**src/stepper_pkg.sv**
```systemverilog
// Shared constants and types for the microstep indexer and chopping core.
package stepper_pkg;
  // Register byte offsets on the APB slave.
  localparam logic [7:0] OFS_CTRL = 8'h00;
  localparam logic [7:0] OFS_SCALE = 8'h04;
  localparam logic [7:0] OFS_HOLD = 8'h08;
  localparam logic [7:0] OFS_DECAY = 8'h0c;
  localparam logic [7:0] OFS_STATUS = 8'h10;

  // Control register field positions.
  localparam int CTRL_REV_BIT = 0;
  localparam int CTRL_ADV_BIT = 1;
  localparam int CTRL_GAIN_LSB = 2;
  localparam int CTRL_RES_LSB = 4;
  // Hold-time register: direct drive select sits above the hold code.
  localparam int HOLD_DIRECT_BIT = 8;
  // Status register field positions.
  localparam int STAT_A_HOLD_BIT = 16;
  localparam int STAT_B_HOLD_BIT = 17;

  // Values after reset.
  localparam logic [3:0] RES_RESET = 4'h0;
  localparam logic [1:0] GAIN_RESET = 2'h0;
  localparam logic [7:0] SCALE_RESET = 8'hff;
  localparam logic [7:0] HOLD_RESET = 8'h30;

  // Indexer geometry: 1024 states per electrical cycle at the finest resolution.
  localparam logic [9:0] HOME_POS = 10'h080;
  localparam logic [9:0] QUARTER_CYCLE = 10'h100;
  localparam logic [9:0] FULL_STEP_OFFSET = 10'h080;
  localparam logic [3:0] RES_FINEST = 4'h8;

  // Reference full scale in millivolts; the analog DAC realises it.
  localparam int VREF_FULL_SCALE_MV = 2750;

  // Off time: the hold code counts in units of 500 ns, code n gives (n+1) units.
  localparam int CHOP_HOLD_TIME_UNIT_NS = 500;
  localparam int CLK_PERIOD_NS = 10;
  localparam logic [13:0] CHOP_HOLD_TIME_UNIT_CYC =
    14'((CHOP_HOLD_TIME_UNIT_NS + CLK_PERIOD_NS - 1) / CLK_PERIOD_NS);

  typedef enum logic [1:0] {
    DECAY_SLOW = 2'h0,
    DECAY_FAST = 2'h1,
    DECAY_MIXED = 2'h2,
    DECAY_AUTO = 2'h3
  } decay_t;

  localparam decay_t DECAY_RESET = DECAY_SLOW;

  typedef enum logic [1:0] {
    CHOP_DRIVE = 2'b01,
    CHOP_HOLD = 2'b10
  } chop_state_t;
endpackage

```
**src/microstep_indexer_chop_ctrl.sv**
```systemverilog
// Microstep indexer, direct bridge mode and chopping control with an APB register slave.
//
// The implementer's own choices: the address map and the APB register port.
`timescale 1ns/1ns
`default_nettype none
// Function
// - Direct select bypasses indexer, pins drive bridges.
// - Direct input pairs decode to off, reverse, forward, brake.
// - Direct mode treats current as falling, so mixed and auto decay go fast first every cycle.
// - Direct mode keeps chopping with scaled full reference.
// - Threshold reached holds bridge off programmed time.
// - Comparator result against reference ends drive phase.
// - Direct reference code equals current scale setting.
// - Four-bit code selects full to 1/256 step.
// - Winding A follows sine, B follows cosine.
// - Power-up or chip clear returns to 45 degrees.
// - Advance pin edge or soft bit steps indexer.
// - Travel sense XOR reverse bit sets direction.
// - Positive current drives output 1 above output 2.
// - Resolution change lands on next valid state.
// - Indexer reference is sine times current scale.
module microstep_indexer_chop_ctrl (
  input wire logic clk_sys,
  input wire logic rst_b,
  input wire logic [7:0] paddr,
  input wire logic psel,
  input wire logic penable,
  input wire logic pwrite,
  input wire logic [31:0] pwdata,
  output logic [31:0] prdata,
  output logic pready,
  output logic pslverr,
  input wire logic step_advance_in,
  input wire logic travel_sense_in,
  input wire logic chip_clear_pin_b,
  input wire logic bridge_a_input_1,
  input wire logic bridge_a_input_2,
  input wire logic bridge_b_input_1,
  input wire logic bridge_b_input_2,
  input wire logic itrip_a,
  input wire logic itrip_b,
  output logic [1:0] sense_amp_gain_sel,
  output logic [7:0] dac_code_a,
  output logic [7:0] dac_code_b,
  output logic a_out1_hi,
  output logic a_out1_lo,
  output logic a_out2_hi,
  output logic a_out2_lo,
  output logic b_out1_hi,
  output logic b_out1_lo,
  output logic b_out2_hi,
  output logic b_out2_lo
);
  // Software-visible configuration.
  logic reverse_sense_bit_r;
  logic soft_advance_bit_r;
  logic [3:0] step_resolution_r;
  logic [7:0] current_scale_r;
  logic [7:0] chop_hold_time_r;
  logic direct_drive_select_r;
  logic [1:0] decay_mode_r;

  // Bus handshake.
  logic setup_phase;
  logic wr_en;
  logic mapped;
  logic [31:0] rd_mux;

  // Indexer state.
  logic step_prev_r;
  logic advance;
  logic step_fwd;
  logic [9:0] pos_r;
  logic [9:0] pos_b;
  logic [7:0] mag_a;
  logic [7:0] mag_b;
  logic [7:0] mag_a_prev_r;
  logic [7:0] mag_b_prev_r;
  logic falling_a_r;
  logic falling_b_r;
  logic [15:0] prod_a;
  logic [15:0] prod_b;
  logic [1:0] req_a;
  logic [1:0] req_b;
  logic hold_a;
  logic hold_b;

  // Coarse quarter-wave sine knots, 0 to 90 degrees in 17 points, 8-bit amplitude.
  function automatic logic [7:0] sine_knot(input logic [4:0] k);
    logic [7:0] v;
    v = 8'hff;
    case (k)
      5'd0: v = 8'h00;
      5'd1: v = 8'h19;
      5'd2: v = 8'h32;
      5'd3: v = 8'h4a;
      5'd4: v = 8'h62;
      5'd5: v = 8'h78;
      5'd6: v = 8'h8e;
      5'd7: v = 8'ha2;
      5'd8: v = 8'hb4;
      5'd9: v = 8'hc5;
      5'd10: v = 8'hd4;
      5'd11: v = 8'he1;
      5'd12: v = 8'hec;
      5'd13: v = 8'hf4;
      5'd14: v = 8'hfa;
      5'd15: v = 8'hfe;
      default: v = 8'hff;
    endcase
    return v;
  endfunction

  // Magnitude of sine at an index of the 1024-state cycle.
  // Linear interpolation between knots keeps the table small at the cost of
  // roughly half an LSB of error between knot points.
  function automatic logic [7:0] sine_mag(input logic [9:0] ang);
    logic [8:0] m;
    logic [7:0] lo;
    logic [7:0] hi;
    logic [11:0] prod;
    m = 9'h000;
    lo = 8'h00;
    hi = 8'h00;
    prod = 12'h000;
    if (ang[8]) begin
      m = 9'h100 - {1'b0, ang[7:0]};
    end else begin
      m = {1'b0, ang[7:0]};
    end
    lo = sine_knot(m[8:4]);
    hi = sine_knot(5'(m[8:4] + 5'h01));
    prod = 12'((hi - lo) * m[3:0]);
    return 8'(lo + prod[11:4]);
  endfunction

  // Next indexer state for the given resolution and direction.
  // Full step lives on odd multiples of 45 degrees, hence the offset.
  function automatic logic [9:0] next_pos(
    input logic [9:0] pos,
    input logic [3:0] res,
    input logic fwd
  );
    logic [3:0] res_sat;
    logic [9:0] off;
    logic [9:0] inc;
    logic [9:0] rel;
    logic [9:0] base;
    logic [9:0] nxt;
    res_sat = (res > stepper_pkg::RES_FINEST) ? stepper_pkg::RES_FINEST : res;
    off = (res_sat == 4'h0) ? stepper_pkg::FULL_STEP_OFFSET : 10'h000;
    inc = 10'h001 << (stepper_pkg::RES_FINEST - res_sat);
    rel = pos - off;
    base = rel & ~(inc - 10'h001);
    if (fwd) begin
      nxt = base + inc;
    end else if (rel == base) begin
      nxt = base - inc;
    end else begin
      nxt = base;
    end
    return nxt + off;
  endfunction

  // APB slave: one wait-free access phase after each setup cycle.
  assign setup_phase = psel && !penable;
  assign wr_en = psel && penable && pwrite && pready;
  assign mapped = (paddr == stepper_pkg::OFS_CTRL) || (paddr == stepper_pkg::OFS_SCALE) ||
                  (paddr == stepper_pkg::OFS_HOLD) || (paddr == stepper_pkg::OFS_DECAY) ||
                  (paddr == stepper_pkg::OFS_STATUS);

  always_comb begin
    rd_mux = 32'h0000_0000;
    case (paddr)
      stepper_pkg::OFS_CTRL: begin
        rd_mux[stepper_pkg::CTRL_REV_BIT] = reverse_sense_bit_r;
        rd_mux[stepper_pkg::CTRL_GAIN_LSB +: 2] = sense_amp_gain_sel;
        rd_mux[stepper_pkg::CTRL_RES_LSB +: 4] = step_resolution_r;
      end
      stepper_pkg::OFS_SCALE: begin
        rd_mux[7:0] = current_scale_r;
      end
      stepper_pkg::OFS_HOLD: begin
        rd_mux[7:0] = chop_hold_time_r;
        rd_mux[stepper_pkg::HOLD_DIRECT_BIT] = direct_drive_select_r;
      end
      stepper_pkg::OFS_DECAY: begin
        rd_mux[1:0] = decay_mode_r;
      end
      stepper_pkg::OFS_STATUS: begin
        rd_mux[9:0] = pos_r;
        rd_mux[stepper_pkg::STAT_A_HOLD_BIT] = hold_a;
        rd_mux[stepper_pkg::STAT_B_HOLD_BIT] = hold_b;
      end
      default: begin
        rd_mux = 32'h0000_0000;
      end
    endcase
  end

  always_ff @(posedge clk_sys or negedge rst_b) begin
    if (!rst_b) begin
      pready <= 1'b0;
      pslverr <= 1'b0;
      prdata <= 32'h0000_0000;
    end else begin
      pready <= setup_phase;
      pslverr <= setup_phase && !mapped;
      if (setup_phase) begin
        prdata <= pwrite ? 32'h0000_0000 : rd_mux;
      end
    end
  end

  // Configuration registers.
  always_ff @(posedge clk_sys or negedge rst_b) begin
    if (!rst_b) begin
      reverse_sense_bit_r <= 1'b0;
      sense_amp_gain_sel <= stepper_pkg::GAIN_RESET;
      step_resolution_r <= stepper_pkg::RES_RESET;
      current_scale_r <= stepper_pkg::SCALE_RESET;
      chop_hold_time_r <= stepper_pkg::HOLD_RESET;
      direct_drive_select_r <= 1'b0;
      decay_mode_r <= stepper_pkg::DECAY_RESET;
    end else if (wr_en) begin
      if (paddr == stepper_pkg::OFS_CTRL) begin
        reverse_sense_bit_r <= pwdata[stepper_pkg::CTRL_REV_BIT];
        sense_amp_gain_sel <= pwdata[stepper_pkg::CTRL_GAIN_LSB +: 2];
        step_resolution_r <= pwdata[stepper_pkg::CTRL_RES_LSB +: 4];
      end
      if (paddr == stepper_pkg::OFS_SCALE) begin
        current_scale_r <= pwdata[7:0];
      end
      if (paddr == stepper_pkg::OFS_HOLD) begin
        chop_hold_time_r <= pwdata[7:0];
        direct_drive_select_r <= pwdata[stepper_pkg::HOLD_DIRECT_BIT];
      end
      if (paddr == stepper_pkg::OFS_DECAY) begin
        decay_mode_r <= pwdata[1:0];
      end
    end
  end

  // The soft advance lives for exactly one cycle so one write gives one step.
  always_ff @(posedge clk_sys or negedge rst_b) begin
    if (!rst_b) begin
      soft_advance_bit_r <= 1'b0;
    end else begin
      soft_advance_bit_r <= wr_en && (paddr == stepper_pkg::OFS_CTRL) &&
                            pwdata[stepper_pkg::CTRL_ADV_BIT];
    end
  end

  // Indexer stepping.
  assign advance = (step_advance_in && !step_prev_r) || soft_advance_bit_r;
  assign step_fwd = travel_sense_in ^ reverse_sense_bit_r;

  always_ff @(posedge clk_sys or negedge rst_b) begin
    if (!rst_b) begin
      step_prev_r <= 1'b0;
    end else begin
      step_prev_r <= step_advance_in;
    end
  end

  // Stepping is ignored in direct mode since the indexer is bypassed.
  always_ff @(posedge clk_sys or negedge rst_b) begin
    if (!rst_b) begin
      pos_r <= stepper_pkg::HOME_POS;
    end else if (!chip_clear_pin_b) begin
      pos_r <= stepper_pkg::HOME_POS;
    end else if (advance && !direct_drive_select_r) begin
      pos_r <= next_pos(pos_r, step_resolution_r, step_fwd);
    end
  end

  // Winding B runs a quarter cycle ahead, giving the cosine.
  assign pos_b = pos_r + stepper_pkg::QUARTER_CYCLE;
  assign mag_a = sine_mag(pos_r);
  assign mag_b = sine_mag(pos_b);
  assign prod_a = mag_a * current_scale_r;
  assign prod_b = mag_b * current_scale_r;

  // Current trend for mixed decay: latched whenever a magnitude moves.
  always_ff @(posedge clk_sys or negedge rst_b) begin
    if (!rst_b) begin
      mag_a_prev_r <= 8'h00;
      mag_b_prev_r <= 8'h00;
      falling_a_r <= 1'b0;
      falling_b_r <= 1'b0;
    end else begin
      mag_a_prev_r <= mag_a;
      mag_b_prev_r <= mag_b;
      if (mag_a != mag_a_prev_r) begin
        falling_a_r <= mag_a < mag_a_prev_r;
      end
      if (mag_b != mag_b_prev_r) begin
        falling_b_r <= mag_b < mag_b_prev_r;
      end
    end
  end

  // Reference codes for the sine-weighted DAC.
  always_ff @(posedge clk_sys or negedge rst_b) begin
    if (!rst_b) begin
      dac_code_a <= 8'h00;
      dac_code_b <= 8'h00;
    end else if (direct_drive_select_r) begin
      dac_code_a <= current_scale_r;
      dac_code_b <= current_scale_r;
    end else begin
      dac_code_a <= prod_a[15:8];
      dac_code_b <= prod_b[15:8];
    end
  end

  // Bridge requests: the pins in direct mode, the current sign otherwise.
  always_comb begin
    if (direct_drive_select_r) begin
      req_a = {bridge_a_input_1, bridge_a_input_2};
      req_b = {bridge_b_input_1, bridge_b_input_2};
    end else begin
      req_a = pos_r[9] ? 2'b01 : 2'b10;
      req_b = pos_b[9] ? 2'b01 : 2'b10;
    end
  end

  chop_phase u_chop_a (
    .clk_sys(clk_sys),
    .rst_b(rst_b),
    .drive_req(req_a),
    .itrip(itrip_a),
    .hold_code(chop_hold_time_r),
    .decay_mode(decay_mode_r),
    .current_falling(direct_drive_select_r || falling_a_r),
    .out1_hi(a_out1_hi),
    .out1_lo(a_out1_lo),
    .out2_hi(a_out2_hi),
    .out2_lo(a_out2_lo),
    .in_hold(hold_a)
  );

  chop_phase u_chop_b (
    .clk_sys(clk_sys),
    .rst_b(rst_b),
    .drive_req(req_b),
    .itrip(itrip_b),
    .hold_code(chop_hold_time_r),
    .decay_mode(decay_mode_r),
    .current_falling(direct_drive_select_r || falling_b_r),
    .out1_hi(b_out1_hi),
    .out1_lo(b_out1_lo),
    .out2_hi(b_out2_hi),
    .out2_lo(b_out2_lo),
    .in_hold(hold_b)
  );
endmodule
`default_nettype wire

```
**src/chop_phase.sv**
```systemverilog
// Fixed-off-time current chopper and output decode for one H-bridge.
`timescale 1ns/1ns
`default_nettype none
module chop_phase (
  input wire logic clk_sys,
  input wire logic rst_b,
  input wire logic [1:0] drive_req,
  input wire logic itrip,
  input wire logic [7:0] hold_code,
  input wire logic [1:0] decay_mode,
  input wire logic current_falling,
  output logic out1_hi,
  output logic out1_lo,
  output logic out2_hi,
  output logic out2_lo,
  output logic in_hold
);
  stepper_pkg::chop_state_t state_r;
  logic [13:0] cnt_r;
  logic [13:0] half_r;
  logic [13:0] load;
  logic driving;
  logic fast_now;

  assign driving = (drive_req == 2'b10) || (drive_req == 2'b01);
  assign load = 14'(({6'h00, hold_code} + 14'h0001) * stepper_pkg::CHOP_HOLD_TIME_UNIT_CYC) - 14'h0001;

  // Mixed decay runs fast for the first half of the off time while current_falling is set, then slow; otherwise slow throughout.
  always_comb begin
    fast_now = 1'b0;
    if (decay_mode == stepper_pkg::DECAY_FAST) begin
      fast_now = 1'b1;
    end else if (decay_mode == stepper_pkg::DECAY_MIXED || decay_mode == stepper_pkg::DECAY_AUTO) begin
      fast_now = current_falling && (cnt_r > half_r);
    end
  end

  always_ff @(posedge clk_sys or negedge rst_b) begin
    if (!rst_b) begin
      state_r <= stepper_pkg::CHOP_DRIVE;
      cnt_r <= 14'h0000;
      half_r <= 14'h0000;
    end else begin
      unique case (state_r)
        stepper_pkg::CHOP_DRIVE: begin
          if (driving && itrip) begin
            state_r <= stepper_pkg::CHOP_HOLD;
            cnt_r <= load;
            half_r <= {1'b0, load[13:1]};
          end
        end
        stepper_pkg::CHOP_HOLD: begin
          if (cnt_r == 14'h0000) begin
            state_r <= stepper_pkg::CHOP_DRIVE;
          end else begin
            cnt_r <= cnt_r - 14'h0001;
          end
        end
      endcase
    end
  end

  // Outputs are registered; fast decay turns on the opposite FET pair.
  always_ff @(posedge clk_sys or negedge rst_b) begin
    if (!rst_b) begin
      out1_hi <= 1'b0;
      out1_lo <= 1'b0;
      out2_hi <= 1'b0;
      out2_lo <= 1'b0;
      in_hold <= 1'b0;
    end else begin
      in_hold <= (state_r == stepper_pkg::CHOP_HOLD);
      unique case (drive_req)
        2'b00: begin
          out1_hi <= 1'b0;
          out1_lo <= 1'b0;
          out2_hi <= 1'b0;
          out2_lo <= 1'b0;
        end
        2'b11: begin
          out1_hi <= 1'b0;
          out1_lo <= 1'b1;
          out2_hi <= 1'b0;
          out2_lo <= 1'b1;
        end
        2'b10: begin
          out1_hi <= (state_r == stepper_pkg::CHOP_DRIVE);
          out2_lo <= (state_r == stepper_pkg::CHOP_DRIVE) || !fast_now;
          out1_lo <= (state_r == stepper_pkg::CHOP_HOLD);
          out2_hi <= (state_r == stepper_pkg::CHOP_HOLD) && fast_now;
        end
        2'b01: begin
          out2_hi <= (state_r == stepper_pkg::CHOP_DRIVE);
          out1_lo <= (state_r == stepper_pkg::CHOP_DRIVE) || !fast_now;
          out2_lo <= (state_r == stepper_pkg::CHOP_HOLD);
          out1_hi <= (state_r == stepper_pkg::CHOP_HOLD) && fast_now;
        end
      endcase
    end
  end
endmodule
`default_nettype wire

```
**config.mk**
```make
export PLATFORM = sky130hd
export DESIGN_NAME = microstep_indexer_chop_ctrl
export DESIGN_NICKNAME = d
export VERILOG_FILES = /design/src/stepper_pkg.sv /design/src/microstep_indexer_chop_ctrl.sv /design/src/chop_phase.sv
export SDC_FILE = /design/constraint.sdc
export NUM_CORES = 1
export LEC_CHECK = 0
export BUFFER_PORTS_ARGS = -buffer_cell sky130_fd_sc_hd__buf_2
export CAP_MARGIN = 25
export CORE_MARGIN = 4
export CORE_UTILIZATION = 60
export DETAILED_ROUTE_END_ITERATION = 6
export PLACE_DENSITY = 0.79
export SLEW_MARGIN = 20
export SYNTH_ARGS = -nofsm -noshare
export SYNTH_HDL_FRONTEND = slang
export SYNTH_SLANG_ARGS = --single-unit
```
**constraint.sdc**
```tcl
create_clock -name clk_sys -period 19 [get_ports clk_sys]
set_input_delay 0.95 -clock clk_sys [delete_from_list [all_inputs] [get_ports clk_sys]]
set_output_delay 0.95 -clock clk_sys [all_outputs]
set_load 0.005 [all_outputs]
```
==> key figures <==
Timing
  • Highest clock rate: 0.0728 GHz
  • Final hold vios: 0
  • Setup TNS: 0 ns
  • Layout Skew: 0.0127 ns
  • Pins over their slew limit: 0
  • Crit path time final: 13.74 ns
  • Slew at the pin closest to its max-slew limit: 0.989 ns
  • RSZ-0062 raised after global routing: false
  • Slew margin rel.: 0.336
  • Fin crit share: 0.723
  • Final setup viols: 0

Final layout
  • Commonest non-fill, non-tap cell in the layout: inv_1
  • Most frequent cells in the layout: inv_1 (301), ha_1 (249), nand2_1 (200)
  • Fill cells: 2527
  • Design area: 20000 µm²
  • Layout cells sized above 1: 0.0910
  • Syn-to-layout area delta: 6.19%
  • Area of the multi-input gates: 13400 µm²
  • Sequential standard cell area: 3870 µm²
  • Ant. Diodes: 0
  • Nets@finish: 2685

Drt
  • Routed Antenna Nets: 0
  • Vias/cell: 5.96
  • Initial DRC Count: 1155
  • DRC violations left: 0
  • DRT Pass-1 Iters: 5
  • Via count: 15981
  • Wire per inst: 17.4 µm
  • Routed wire length: 46.7 mm

Power and ir drop
  • Clk pwr share: 0.370
  • Sequential share of power: 0.437
  • Switching Fraction: 0.321
  • Int Pwr: 628 µW
  • Leak: 0.0101 µW
  • Total power: 925 µW
  • Worst VDD drop: 0.0652 mV
  • Gate power share: 0.193
  • Switching pwr: 297 µW
  • Pwr Density: 46.2 nW/µm²

Yosys
  • Largest family of logic cells by synthesized area: adder cells
  • Seq/Total Area, Yosys: 0.205
  • Post-synth EDFFs: 0
  • Post-Synth Simple-Gate Area: 0.186
  • Ys Warns: 0
  • Post-synth ARST share: 1.00
  • Adder-Cell Fraction of Synth Area: 0.281
  • Synthesized cell area: 18800 µm²
  • Synth Area in Compound Gates: 0.161
  • Synth top area cells: dfrtp_1 (19%), ha_1 (17%), fa_1 (12%)
  • Syn Inst Count: 2244
  • Mux contribution to synthesized area: 0.0247
  • Top cell type's share of synthesized area: 0.187
  • Leading area contributor after synthesis: dfrtp_1
  • Syn Area/Cell: 8.40 µm²
  • Synth Flop Type: dfrtp_1
  • Synth Area in XOR/XNOR: 0.0557
  • Flops & latches, synth: 154
  • Post-synth cell types: 93

Setup path
  • Crit path max fanout: 16
  • Startpoint types: flip-flop
  • Critical path required time: 19.37 ns
  • Crit. End Element: flip-flop
  • Setup CP Type: flip-flop to flip-flop
  • Slowest cell on the critical path: dfrtp_1
  • Crit path DAT: 14.11 ns
  • CP top delay family: adder cells
  • FF-to-FF setup slack: 5.26 ns
  • CP max stage delay: 0.72 ns
  • FF-to-FF path depth: 46
  • Buf+Inv Stages, Crit Path: 5
  • Stages on worst setup path: 46

Place
  • PortBufs: 70
  • Hpwl dp: 36.2 mm
  • GPL Wtd Cong: 0.918
  • Placement Cell Area: 19400 µm²

Clock tree
  • H-Tree Level Count: 4
  • # clock sinks: 154
  • CTS max path bufs: 2
  • Total CTS buffers: 17
  • Worst skew pair latency: 0.44 ns
  • Setup bufs post-CTS: 0
  • Post-CTS Hold Fix Bufs: 0
  • Root Buffer: clkbuf_16
  • Post-CTS sizing: 0
  • Clock Pin Slew Worst Setup and Hold Paths: 0.07 ns
  • CTS tree: yes

Status
  • Status: complete, no violations

Floorplanning
  • # rows: 64
  • Number of I/O pins: 114
  • Die Y-Extent: 185 µm
  • Initial Utilization: 0.611
  • Core area: 30800 µm²
  • Full die area: 34300 µm²
  • Die extent in x: 185 µm

Global route
  • Antenna violations before repair: 3
  • Grt ovf: 0
  • Gr usage total: 0.275
  • First-pass GRT wire length: 77.3 mm
  • Largest net degree at the start of global routing: 86
  • Vias in the first global route: 15822

Job
  • Max-cap viol count: 0

Min path
  • Worst min path class: flip-flop to flip-flop
  • Hold path depth: 2
-- cells in the mapped netlist (26+ instances only) --
library cell	n
a21o_1	37
a21oi_1	94
and2_1	99
clkbuf_1	67
dfrtp_1	141
fa_1	109
ha_1	249
inv_1	301
mux2_2	31
nand2_1	200
nand2b_1	27
nand3_1	26
nor2_1	162
nor2b_1	36
nor3_1	41
o21ai_0	157
xnor2_1	85
xor2_1	26
-- worst min-delay path, cell delays in order, from the launching register on --
cell and delay (ns):
dfrtp_1 0.34, nand2_1 0.05, o21ai_0 0.06
-- cells by family (layout without fill, tap and decap cells) --
kind of cell             after synthesis  after routing
multiplexers                          41             41
AO/OA/AOI/OAI                        472            472
flip-flops                           154            154
AND/OR/NAND/NOR                      702            702
other                                  1             20
buffers and inverters                401            424
XOR/XNOR                             115            115
adder cells (fa/ha/maj)              358            358
-- routing by layer --
layer  track usage  wire [µm]  share of wire  up-vias
li1              -          -              -     7597
met1         0.373      20500           0.44     7725
met2         0.457      22100           0.47      547
met3        0.0399       2700          0.058      108
met4        0.0884       1420          0.030        4
met5             0         20        0.00043        -
-- power by group through the flow --
stage	combinational, µW	sequential, µW	clock (µW)
floorplan	135	393	0
global placement	167	405	0
detailed placement	177	407	0
CTS	179	401	345
global route	205	408	359
finish	179	404	342
-- final timing paths --
| path | startpoint | to |
|---|---|---|
| max | pos_r[0]$_DFFE_PN0P_ | dac_code_a[6]$_DFF_PN0_ |
| min | u_chop_a.half_r[9]$_DFFE_PN0P_ | u_chop_a.half_r[9]$_DFFE_PN0P_ |
| max reg2reg | pos_r[0]$_DFFE_PN0P_ | dac_code_a[6]$_DFF_PN0_ |
| min reg2reg | u_chop_a.half_r[9]$_DFFE_PN0P_ | u_chop_a.half_r[9]$_DFFE_PN0P_ |
| max in group asynchronous | rst_b | prdata[5]$_DFFE_PN0P_ |
| min in group asynchronous | rst_b | dac_code_b[4]$_DFF_PN0_ |
-- metrics by stage --
step / cells / hold slack [ns] / utilization / setup WS (ns)
global route: 2682 / 0.513 / 0.649 / 4.30
global placement: 2647 / 0.464 / 0.630 / 5.79
finish: 2682 / 0.479 / 0.649 / 5.26
floorplan: 2263 / 0.450 / - / 6.53
CTS: 2680 / 0.485 / 0.649 / 5.44
detailed placement: 2648 / 0.466 / 0.630 / 5.48
-- sequential cells by signal, summed over array words and instances (netlist names), 4 cells and up --
register,cells
u_chop_b.cnt_r,14
dac_code_a,8
u_chop_a.half_r,13
u_chop_b.half_r,13
chop_hold_time_r,8
step_resolution_r,4
current_scale_r,8
u_chop_a.cnt_r,14
dac_code_b,8
prdata,12
pos_r,10
mag_b_prev_r,8
mag_a_prev_r,8
-- cell type report --
class / instances / share of cell area
multi-input cells: 1708 / 0.672
flip-flops and latches: 154 / 0.193
inverters: 303 / 0.0569
well taps: 396 / 0.0248
repair buffers: 89 / 0.0246
clock buffers: 19 / 0.0221
clock inverters: 13 / 0.00669
No activity file was read; power rests on OpenSTA's default activity.
